--- config.mk ---
export PLATFORM = sky130hd
export DESIGN_NAME = lmd_sequencer
export DESIGN_NICKNAME = d
export VERILOG_FILES = /design/src/lmd_pkg.sv /design/src/lmd_sequencer.sv
export VERILOG_INCLUDE_DIRS = /design/src
export SDC_FILE = /design/constraint.sdc
export NUM_CORES = 1
export LEC_CHECK = 0
export ABC_AREA = 0
export BUFFER_PORTS_ARGS = -buffer_cell sky130_fd_sc_hd__buf_2
export CORE_ASPECT_RATIO = 0.5
export CORE_MARGIN = 2
export CORE_UTILIZATION = 55
export CTS_CLUSTER_DIAMETER = 40
export DETAILED_ROUTE_END_ITERATION = 12
export PLACE_DENSITY = 0.74
export SKIP_LAST_GASP = 1
export SYNTH_ARGS = -nofsm -noshare
export SYNTH_HDL_FRONTEND = slang
export SYNTH_SLANG_ARGS = --single-unit
--- constraint.sdc ---
create_clock -name clk -period 8.9 [get_ports clk]
set_input_delay 0 -clock clk [delete_from_list [all_inputs] [get_ports clk]]
set_output_delay 0 -clock clk [all_outputs]
set_load 0.01 [all_outputs]
--- src/lmd_map.svh ---
`ifndef LMD_MAP_SVH
`define LMD_MAP_SVH

// ************************************************************
// register byte offsets and display ram size
// ************************************************************
`define LMD_OFF_CTRL 12'h000
`define LMD_OFF_STATUS 12'h004
`define LMD_OFF_RAM_BASE 12'h040
`define LMD_RAM_WORDS 12
`define LMD_WORDS_PER_ROW 3

// ************************************************************
// control field positions and reset value
// ************************************************************
`define LMD_CTRL_MODE_LSB 0
`define LMD_CTRL_HALF_BIT 2
`define LMD_CTRL_EN_BIT 3
`define LMD_CTRL_BANK_BIT 4
`define LMD_CTRL_RESET 32'h0000_0000

// ************************************************************
// timing: backplane slot length
// ************************************************************
`define LMD_CLK_MHZ 10
`define LMD_SLOT_TIME_US 1000

`endif

--- src/lmd_pkg.sv ---
`default_nettype none
package lmd_pkg;
  typedef enum logic [1:0] {
    MODE_STATIC = 2'h0,
    MODE_MUX2 = 2'h1,
    MODE_MUX3 = 2'h2,
    MODE_MUX4 = 2'h3
  } lmd_mode_e;

  typedef enum logic [1:0] {
    ST_BLANK = 2'b01,
    ST_DRIVE = 2'b10
  } lmd_state_e;

  // drive level as a number of bias steps above ground
  typedef logic [1:0] lmd_level_t;
endpackage

`default_nettype wire

--- src/lmd_sequencer.sv ---
`timescale 1ns/1ps
`default_nettype none
`include "lmd_map.svh"

module lmd_sequencer #(
  parameter int SLOT_CYCLES = `LMD_SLOT_TIME_US * `LMD_CLK_MHZ
) (
  // clock and reset
  input wire logic clk,
  input wire logic rstn,
  // ahb-lite slave
  input wire logic hsel,
  input wire logic [11:0] haddr,
  input wire logic [1:0] htrans,
  input wire logic hwrite,
  input wire logic [2:0] hsize,
  input wire logic [31:0] hwdata,
  input wire logic hready,
  output logic hreadyout,
  output logic hresp,
  output logic [31:0] hrdata,
  // lcd drive level selections
  output logic [1:0] backplane_out_first,
  output logic [1:0] backplane_out_second,
  output logic [1:0] backplane_out_third,
  output logic [1:0] backplane_out_fourth,
  output logic [159:0] segment_outputs,
  output logic [1:0] lcd_supply_level
);

  // ************************************************************
  // helper functions
  // ************************************************************
  function automatic logic [2:0] slot_count(input lmd_pkg::lmd_mode_e m);
    slot_count = 3'({1'b0, m} + 3'h1);
  endfunction

  function automatic logic [1:0] bp_slot(input lmd_pkg::lmd_mode_e m, input logic [1:0] i);
    unique case (m)
      lmd_pkg::MODE_STATIC: bp_slot = 2'h0;
      lmd_pkg::MODE_MUX2: bp_slot = {1'b0, i[0]};
      lmd_pkg::MODE_MUX3: bp_slot = (i == 2'h3) ? 2'h1 : i;
      lmd_pkg::MODE_MUX4: bp_slot = i;
    endcase
  endfunction

  function automatic logic [1:0] divisor(input lmd_pkg::lmd_mode_e m, input logic half);
    if (m == lmd_pkg::MODE_STATIC) begin
      divisor = 2'h1;
    end else begin
      divisor = half ? 2'h2 : 2'h3;
    end
  endfunction

  function automatic lmd_pkg::lmd_level_t bp_lvl(input logic sel, input logic h, input logic [1:0] d);
    if (sel) begin
      bp_lvl = h ? 2'h0 : d;
    end else begin
      bp_lvl = h ? 2'(d - 2'h1) : 2'h1;
    end
  endfunction

  function automatic lmd_pkg::lmd_level_t seg_lvl(input logic on, input logic h, input logic [1:0] d);
    if (on) begin
      seg_lvl = h ? d : 2'h0;
    end else if (d == 2'h1) begin
      seg_lvl = h ? 2'h0 : 2'h1;
    end else begin
      seg_lvl = h ? 2'h1 : 2'(d - 2'h1);
    end
  endfunction

  function automatic logic ram_hit(input logic [11:0] a);
    ram_hit = a >= `LMD_OFF_RAM_BASE && a < 12'(`LMD_OFF_RAM_BASE + 4 * `LMD_RAM_WORDS);
  endfunction

  // ************************************************************
  // register bus
  // ************************************************************
  logic [31:0] ctrl_r;
  logic [31:0] ram_r [0:`LMD_RAM_WORDS-1];
  logic wr_pend_r;
  logic [11:0] wr_addr_r;
  logic [31:0] hrdata_r;
  logic [31:0] status;
  logic [31:0] rd_val;
  logic [3:0] rd_idx;
  logic [3:0] wr_idx;
  logic acc;

  assign acc = hsel && htrans[1] && hready;
  assign hreadyout = 1'b1;
  assign hresp = 1'b0;
  assign hrdata = hrdata_r;
  assign rd_idx = 4'(haddr[11:2] - 10'(`LMD_OFF_RAM_BASE >> 2));
  assign wr_idx = 4'(wr_addr_r[11:2] - 10'(`LMD_OFF_RAM_BASE >> 2));

  always_comb begin
    rd_val = 32'h0000_0000;
    if (haddr[11:2] == 10'(`LMD_OFF_CTRL >> 2)) begin
      rd_val = ctrl_r;
    end else if (haddr[11:2] == 10'(`LMD_OFF_STATUS >> 2)) begin
      rd_val = status;
    end else if (ram_hit(haddr)) begin
      rd_val = ram_r[rd_idx];
    end
  end

  always_ff @(posedge clk) begin
    if (!rstn) begin
      wr_pend_r <= 1'b0;
      wr_addr_r <= 12'h000;
      hrdata_r <= 32'h0000_0000;
    end else begin
      wr_pend_r <= acc && hwrite;
      if (acc) begin
        wr_addr_r <= haddr;
      end
      if (acc && !hwrite) begin
        hrdata_r <= rd_val;
      end
    end
  end

  always_ff @(posedge clk) begin
    if (!rstn) begin
      ctrl_r <= `LMD_CTRL_RESET;
    end else if (wr_pend_r && wr_addr_r[11:2] == 10'(`LMD_OFF_CTRL >> 2)) begin
      ctrl_r <= {27'h0000000, hwdata[4:0]};
    end
  end

  genvar gw;
  generate
    for (gw = 0; gw < `LMD_RAM_WORDS; gw++) begin : g_ram
      always_ff @(posedge clk) begin
        if (!rstn) begin
          ram_r[gw] <= 32'h0000_0000;
        end else if (wr_pend_r && ram_hit(wr_addr_r) && wr_idx == 4'(gw)) begin
          ram_r[gw] <= hwdata;
        end
      end
    end
  endgenerate

  // ************************************************************
  // frame sequencing
  // ************************************************************
  lmd_pkg::lmd_state_e state_r;
  lmd_pkg::lmd_mode_e mode_r;
  logic half_bias_r;
  logic bank_r;
  logic [15:0] cnt_r;
  logic [1:0] slot_r;
  logic phase_r;
  logic [79:0] disp_r;
  logic slot_end;
  logic last_slot;
  logic frame_end;
  logic [1:0] slot_nxt;
  logic [1:0] row_nxt;
  logic [1:0] div_r;
  logic ctrl_en;
  logic [3:0] row_base;

  assign ctrl_en = ctrl_r[`LMD_CTRL_EN_BIT];
  assign row_base = 4'(3 * row_nxt);
  assign slot_end = cnt_r == 16'(SLOT_CYCLES - 1);
  assign last_slot = {1'b0, slot_r} == 3'(slot_count(mode_r) - 3'h1);
  assign frame_end = slot_end && last_slot && phase_r;
  assign slot_nxt = (state_r == lmd_pkg::ST_BLANK || (slot_end && last_slot)) ? 2'h0 :
                    (slot_end ? 2'(slot_r + 2'h1) : slot_r);
  // bank switch only applies in static and 1:2
  assign row_nxt = (bank_r && (mode_r == lmd_pkg::MODE_STATIC || mode_r == lmd_pkg::MODE_MUX2)) ?
                   2'(slot_nxt + 2'h2) : slot_nxt;
  assign status = {23'h000000, div_r, phase_r, slot_r, mode_r, half_bias_r, state_r == lmd_pkg::ST_DRIVE};

  always_ff @(posedge clk) begin
    if (!rstn) begin
      state_r <= lmd_pkg::ST_BLANK;
    end else begin
      unique case (state_r)
        lmd_pkg::ST_BLANK: if (ctrl_en) state_r <= lmd_pkg::ST_DRIVE;
        lmd_pkg::ST_DRIVE: if (!ctrl_en) state_r <= lmd_pkg::ST_BLANK;
        default: state_r <= lmd_pkg::ST_BLANK;
      endcase
    end
  end

  // configuration is taken only between frames so each frame is balanced
  always_ff @(posedge clk) begin
    if (!rstn) begin
      mode_r <= lmd_pkg::MODE_STATIC;
      half_bias_r <= 1'b0;
      bank_r <= 1'b0;
    end else if (state_r == lmd_pkg::ST_BLANK || frame_end) begin
      mode_r <= lmd_pkg::lmd_mode_e'(ctrl_r[`LMD_CTRL_MODE_LSB +: 2]);
      half_bias_r <= ctrl_r[`LMD_CTRL_HALF_BIT];
      bank_r <= ctrl_r[`LMD_CTRL_BANK_BIT];
    end
  end

  always_ff @(posedge clk) begin
    if (!rstn) begin
      cnt_r <= 16'h0000;
      slot_r <= 2'h0;
      phase_r <= 1'b0;
    end else if (state_r == lmd_pkg::ST_BLANK) begin
      cnt_r <= 16'h0000;
      slot_r <= 2'h0;
      phase_r <= 1'b0;
    end else begin
      cnt_r <= slot_end ? 16'h0000 : 16'(cnt_r + 16'h0001);
      slot_r <= slot_nxt;
      if (slot_end && last_slot) begin
        phase_r <= !phase_r;
      end
    end
  end

  always_ff @(posedge clk) begin
    if (!rstn) begin
      disp_r <= 80'h0;
    end else begin
      disp_r <= {ram_r[4'(row_base + 4'h2)][15:0], ram_r[4'(row_base + 4'h1)], ram_r[row_base]};
    end
  end

  // ************************************************************
  // level selection outputs
  // ************************************************************
  lmd_pkg::lmd_level_t bp_r [0:3];
  logic drive;

  assign drive = state_r == lmd_pkg::ST_DRIVE;
  assign backplane_out_first = bp_r[0];
  assign backplane_out_second = bp_r[1];
  assign backplane_out_third = bp_r[2];
  assign backplane_out_fourth = bp_r[3];

  always_ff @(posedge clk) begin
    if (!rstn) begin
      div_r <= 2'h1;
    end else begin
      div_r <= divisor(mode_r, half_bias_r);
    end
  end
  assign lcd_supply_level = div_r;

  genvar gb;
  generate
    for (gb = 0; gb < 4; gb++) begin : g_bp
      always_ff @(posedge clk) begin
        if (!rstn || !drive) begin
          bp_r[gb] <= 2'h0;
        end else begin
          bp_r[gb] <= bp_lvl(bp_slot(mode_r, 2'(gb)) == slot_r, phase_r, divisor(mode_r, half_bias_r));
        end
      end
    end
    for (gb = 0; gb < 80; gb++) begin : g_seg
      always_ff @(posedge clk) begin
        if (!rstn || !drive) begin
          segment_outputs[2*gb +: 2] <= 2'h0;
        end else begin
          segment_outputs[2*gb +: 2] <= seg_lvl(disp_r[gb], phase_r, divisor(mode_r, half_bias_r));
        end
      end
    end
  endgenerate
endmodule // lmd_sequencer

`default_nettype wire

After elaboration in Yosys (flattened, before gate mapping)
Memory sizes are Yosys's and may differ from the RTL's. A register that Yosys moved wholly into a read port is not among the register bits.
Cells that the tools add are included.
- flip-flop bits (word level): 237
- RAM bits: 392
- input port bits: 54
- logic and storage cells: 368
- memories kept: 2
- add/sub/neg operators: 10
- multiply operators: 1
- magnitude comparators: 4
- equality and inequality tests: 26
- multiplexer cells: 170
- bitwise logic cells: 17
- reductions and logical operators: 46
- memories (name ; words ; width ; rd ports ; clocked after Yosys merged registers in ; wr ports ; line ; RTL):
    ram_r ; 12 ; 32 ; 4 ; 3 ; 12 ; lmd_sequencer.sv:81 ; logic [31:0] ram_r [0:`LMD_RAM_WORDS-1];
    bp_r ; 4 ; 2 ; 4 ; 0 ; 4 ; lmd_sequencer.sv:232 ; lmd_pkg::lmd_level_t bp_r [0:3];
- operators with widths (operator ; count):
    2-to-1 mux 32 bit ; 15
    2-to-1 mux 2 bit ; 109
    2-to-1 mux 1 bit ; 42
    greater-or-equal comparator 12 x 7 -> 1 bit, second input constant ; 2
    less-than comparator 12 x 7 -> 1 bit, second input constant ; 2
    logical AND 1 bit ; 23
    zero test 10 bit ; 2
    adder 16 x 1 -> 16 bit, second input constant ; 1
    equality test 16 x 14 -> 1 bit, second input constant ; 1
    equality test 4 x 3 -> 1 bit, second input constant ; 4
    equality test 4 bit, second input constant ; 4
    OR 1 bit ; 16
    case mux 2 bit (2 select lines) ; 3
    equality test 10 x 1 -> 1 bit, second input constant ; 1
    equality test 2 bit ; 4
    equality test 4 x 2 -> 1 bit, second input constant ; 2
    OR reduction 2 bit ; 4
    subtractor 4 x 1 -> 4 bit, second input constant ; 2
    zero test 1 bit ; 7
    equality test 2 x 1 -> 1 bit, second input constant ; 3
    equality test 2 bit, second input constant ; 3
    case mux 2 bit (3 select lines) ; 1
    OR reduction 3 bit ; 2
    adder 4 x 1 -> 4 bit, second input constant ; 1
    16 further kinds ; 20

Longest topological paths before layout
- depth in word-level cells: 10
- depth in mapped cells: 16

Worst setup path before layout
Ideal clock, no wire load.
- path type: register -> register
- start point: register cnt_r[0]
- end point: register disp_r[28], read port of ram_r
- arrival: 3719 ps
- data required time: 8783 ps
- slack: 5064 ps
- stages on the path, launching flop included: 16
- path buffers: 5
- period minus slack after synthesis: 3836 ps
- path through: dfxtp_1 ha_1 and3_1 nand4_1 clkbuf_1 a21oi_1 nor2_1 xnor2_1 ha_1 clkbuf_1 clkbuf_1 clkbuf_1 clkbuf_1 mux4_2 o22ai_1 nor2_1
- word-level cells in the longest chain between the ends: 7
- elaborated cells on any way between the ends: 8
- ends and longest elaborated chain (item ; line ; RTL):
    start: declaration ; lmd_sequencer.sv:153 ; logic [15:0] cnt_r;
    start signal: assignment ; lmd_sequencer.sv:213 ; cnt_r <= slot_end ? 16'h0000 : 16'(cnt_r + 16'h0001);
    equality test 16 x 14 -> 1 bit * ; lmd_sequencer.sv:168 ; assign slot_end = cnt_r == 16'(SLOT_CYCLES - 1);
    logical AND 1 bit ; lmd_sequencer.sv:171 ; assign slot_nxt = (state_r == lmd_pkg::ST_BLANK || (slot_end && last_slot)) ? 2'h0 :
    logical OR 1 bit ; lmd_sequencer.sv:171 ;
    2-to-1 mux 2 bit * ; lmd_sequencer.sv:171 ;
    adder 2 bit ; lmd_sequencer.sv:175 ; 2'(slot_nxt + 2'h2) : slot_nxt;
    2-to-1 mux 2 bit * ; lmd_sequencer.sv:174 ; assign row_nxt = (bank_r && (mode_r == lmd_pkg::MODE_STATIC || mode_r == lmd_pkg::MODE_MUX2)) ?
    multiplier 2 x 2 -> 4 bit * ; lmd_sequencer.sv:167 ; assign row_base = 4'(3 * row_nxt);
    end: declaration ; lmd_sequencer.sv:156 ; logic [79:0] disp_r;
Mark *: on every way between the ends. The rest lies on a longest branch, timed or not.
A chain may end at the register's enable or synchronous reset.

Worst setup path in the final report
- start point: register cnt_r[0]
- end point: register disp_r[24], read port of ram_r
The elaborated chain is that of the path after synthesis.

==> results list <==
* Largest stage delay on the critical path: ~960 ps
- In the routed design, unresolved DRC markers number 0.
- The worst path meets setup with roughly 3500 ps of slack.
- Cell with the biggest individual delay on the critical path: sky130_fd_sc_hd__nand2_1
- For this run, global-route usage on met1 was measured as 0.422.
* Endpoint required time on the critical path: between 9000 and 10000 ps
* Data arrival time of the critical path: around 6000 ps
* Maximum number of pins on one net before global-route repair: 121
* Total wirelength of the detailed-routed design: 102000 um
* Final worst path period need: about 5400 ps
- Length of the first detailed-routing pass in iterations: 6
- Once the clock tree was built, the resizer swapped 0 gates to a different size.
- CTS tree: done
- Leading cell types by count after synthesis: sky130_fd_sc_hd__nor2_1, sky130_fd_sc_hd__and2_1, sky130_fd_sc_hd__edfxtp_1
- Of the cells placed in the final design, the portion with a size suffix greater than 1 is 0.217.
- Max-slew violation count: 0
- The worst setup path is launched from a flop.
- During synthesis, Yosys emitted a total of 0 warnings.
* Post-Syn Area: 33800 um^2
- Total nets after synthesis: 2943
- Overall Power: 0.00691 W
- Clock root cell: sky130_fd_sc_hd__clkbuf_16
* Setup Total Neg Slack: 0 ps
* Die Wd: 355 um
- Clock tree synthesis inserted a total of 67 buffers.
- Leakage Power: approximately 15 nW
- Maximum clock path buffer count: 3
- Combined flip-flop and latch cell area: 18000 um^2
- The worst hold path belongs to the class input pin to flop.
- Total buffers and inverters traversed by the critical path: 3
* EDFF count, synth: 384
* Area share of the leading cell type in the synthesized netlist: 0.341
* Overall die height: approximately 180 um
- Of all flip-flops after synthesis, the portion carrying an async set or reset was 0.
* Effective utilization at floorplan: 0.555
- Routed via count: 24800
* Antenna violations before repair: 5
- The worst pin sits at a relative slew slack of 0.114.
- Endpoint class of the critical path: flop
- IR drop worst, VDD: 0.119 mV
* Yosys cell types: 56
* Ratio of final minimum period to clock period: 0.608
- Yosys instantiated no cell more often than sky130_fd_sc_hd__nor2_1.
* Most common flop cell mapped by yosys: sky130_fd_sc_hd__edfxtp_1
- Setup violations remaining at the end of the flow were counted as 0.
* Post-place setup slack: 3650 ps
- In this run the mean area of a mapped cell was 11.7 um^2.
* Biggest area consumer among synthesized cells: sky130_fd_sc_hd__edfxtp_1
- For this run, global-route usage on met2 was measured as 0.505.
* Post-detailed-route wirelength per cell: about 26 um
* Placeable core area: 60900 um^2
* Drt via density: 6.34
* Die outline area: 63600 um^2
- The layer flagged by global routing as most heavily used is met2.
- The final-report hold violation count was 0.
* I/O pin cnt: 258
* Clock skew after layout: 28.6 ps
* F_max: 185 MHz
- Worst-Margin Slew: 1330 ps
- Maximum Capacitance Violations: 0
- The number of global-route vias before repair was 23900.
- In this run the number of H-tree levels came out at 3.
* Remaining Overflow, GRT: 0
* Number of nets with antenna violations after routing: 0
* Post-layout instance area: 38400 um^2
- The share of the Yosys chip area taken by registers is 0.532.
- Setup repair after global routing missed its margin: no
- Total area of multi-input combinational cells: about 15000 um^2
* Sequence of cells on the critical path: ha_1, and3_1, nand4_1, a31oi_2, inv_8, ha_2, buf_4, inv_2, nand2_1, o22ai_1, nor2_1
- Placed cell areas: approximately 36000 um^2
* Final RePlAce weighted congestion: 0.888
- The flow ran to the end, and the final reports show no timing, DRC or antenna violations.
- Top post-synthesis cells by area: sky130_fd_sc_hd__edfxtp_1, sky130_fd_sc_hd__dfxtp_1, sky130_fd_sc_hd__mux4_2
- Of all nets on the critical path, the largest fanout is 98.
- The tree built by TritonCTS fans out to approximately 700 sinks.
- For the worst-skew pair, the clock arrives at the later sink with an insertion delay of roughly 620 ps.
* Critical path class: flop to flop
- Synthesis handed over a netlist of 2883 instances.
- In this run the power density over the cells is between 150 and 200 nW/um^2.
- Number of buffers inserted by post-CTS setup repair: 0
* Cts hold-fix bufs: 52
- Wire length of the first global-routing pass: ~150000 um
- Post-synthesis sequential element count: 707
- In this run the core area contains 64 standard-cell rows.
- Clock transition time at the flip-flop clock pins of the worst setup and hold paths: 60 ps
- Number of buffers added on ports: between 200 and 250
- Layout filler cell count: 4583
- Across every metal layer, demand over resource in global routing totals 0.320.
- Top cell family by delay on the critical path: simple AND/OR/NAND/NOR gates
* Met3 demand-to-capacity share in global routing: 0.0857
- After the first detailed-routing iteration, the DRC count stood at 3524.
- The HPWL after detailed placement is 60200 um.
- Relative to the synthesized area, the layout overhead comes to 13.7%.
- Final layout net count: 3100
-- state kept, by name, summed over array words and instances (netlist names), 5 cells and up --
signal and flops:
bp_r 8, cnt_r 16, ctrl_r 5, disp_r 80, hrdata 32, ram_r 384, segment_outputs 160, wr_addr_r 10
-- per-stage QoR --
step	std cells	hold slack (ps)	utilization
after floorplan	2883	145	-
after global placement	3744	268	0.586
after detailed placement	3744	272	0.586
after CTS	3918	12.3	0.631
after global routing	3918	88.4	0.631
final	3919	59.9	0.631
-- path summary, 6_finish.rpt --
check / startpoint / end / slack, ps / cells past startpoint
min reg2reg: cnt_r[0] / cnt_r[0] / 450 / 1
min: hready / wr_addr_r[2] / 60 / 4
max reg2reg: cnt_r[0] / disp_r[24] / 3490 / 11
max: cnt_r[0] / disp_r[24] / 3490 / 11
-- power breakdown --
part           switching (W)  total [W]  leakage [nW]  internal (W)
combinational       0.000237   0.000405          6.88      0.000168
clock                0.00130    0.00292          1.09       0.00162
sequential         0.0000745    0.00358          6.59       0.00351
-- kinds of logic after synthesis --
logic type | Yosys count | synth area share
AOI/OAI and AO/OA | 412 | 0.0725
xor gates and xnor gates | 21 | 0.00544
adders and majority gates | 6 | 0.00222
buffers and inverters | 267 | 0.0316
DFF | 707 | 0.532
muxes | 380 | 0.197
other | 2 | 0.000222
and+or+nand+nor | 1088 | 0.159
-- layer usage --
| metal | vias up | routed length (um) |
|---|---|---|
| met5 | - | 38 |
| met4 | 6 | 4620 |
| met3 | 307 | 12600 |
| met2 | 1604 | 46500 |
| met1 | 12200 | 38500 |
| li1 | 10700 | - |
-- cell usage in the layout (no fill, tap or decap), types with 13 or more instances in the layout --
cell type / instances
sky130_fd_sc_hd__a211oi_1: 13
sky130_fd_sc_hd__mux2i_1: 149
sky130_fd_sc_hd__dfxtp_1: 323
sky130_fd_sc_hd__nor2b_1: 43
sky130_fd_sc_hd__a21oi_1: 181
sky130_fd_sc_hd__a22oi_1: 32
sky130_fd_sc_hd__dlygate4sd3_1: 52
sky130_fd_sc_hd__nand2_1: 153
sky130_fd_sc_hd__buf_2: 245
sky130_fd_sc_hd__and2_1: 387
sky130_fd_sc_hd__nor2_1: 398
sky130_fd_sc_hd__clkbuf_1: 15
sky130_fd_sc_hd__xor2_1: 13
sky130_fd_sc_hd__o21ai_0: 58
sky130_fd_sc_hd__o22ai_1: 20
sky130_fd_sc_hd__clkbuf_16: 73
sky130_fd_sc_hd__a21boi_1: 32
sky130_fd_sc_hd__mux4_2: 227
sky130_fd_sc_hd__buf_4: 45
sky130_fd_sc_hd__nand3_1: 23
sky130_fd_sc_hd__and3_1: 16
sky130_fd_sc_hd__edfxtp_1: 384
-- tightest hold or removal path: stages --
cell and delay (ps):
sky130_fd_sc_hd__buf_2 110, sky130_fd_sc_hd__and3_1 310, sky130_fd_sc_hd__nand2_1 110, sky130_fd_sc_hd__a21boi_0 70
-- final cells by class --
| cell class | instances | area share |
|---|---|---|
| antenna | 1 | 0.0000651 |
| multi-input combinational | 1909 | 0.391 |
| tap | 825 | 0.0269 |
| clock buffer | 93 | 0.0508 |
| clock inverter | 29 | 0.00693 |
| sequential | 707 | 0.468 |
| timing repair buffer | 344 | 0.0550 |
| inverter | 11 | 0.00127 |
Note: power is estimated with default switching activity, not from simulation.
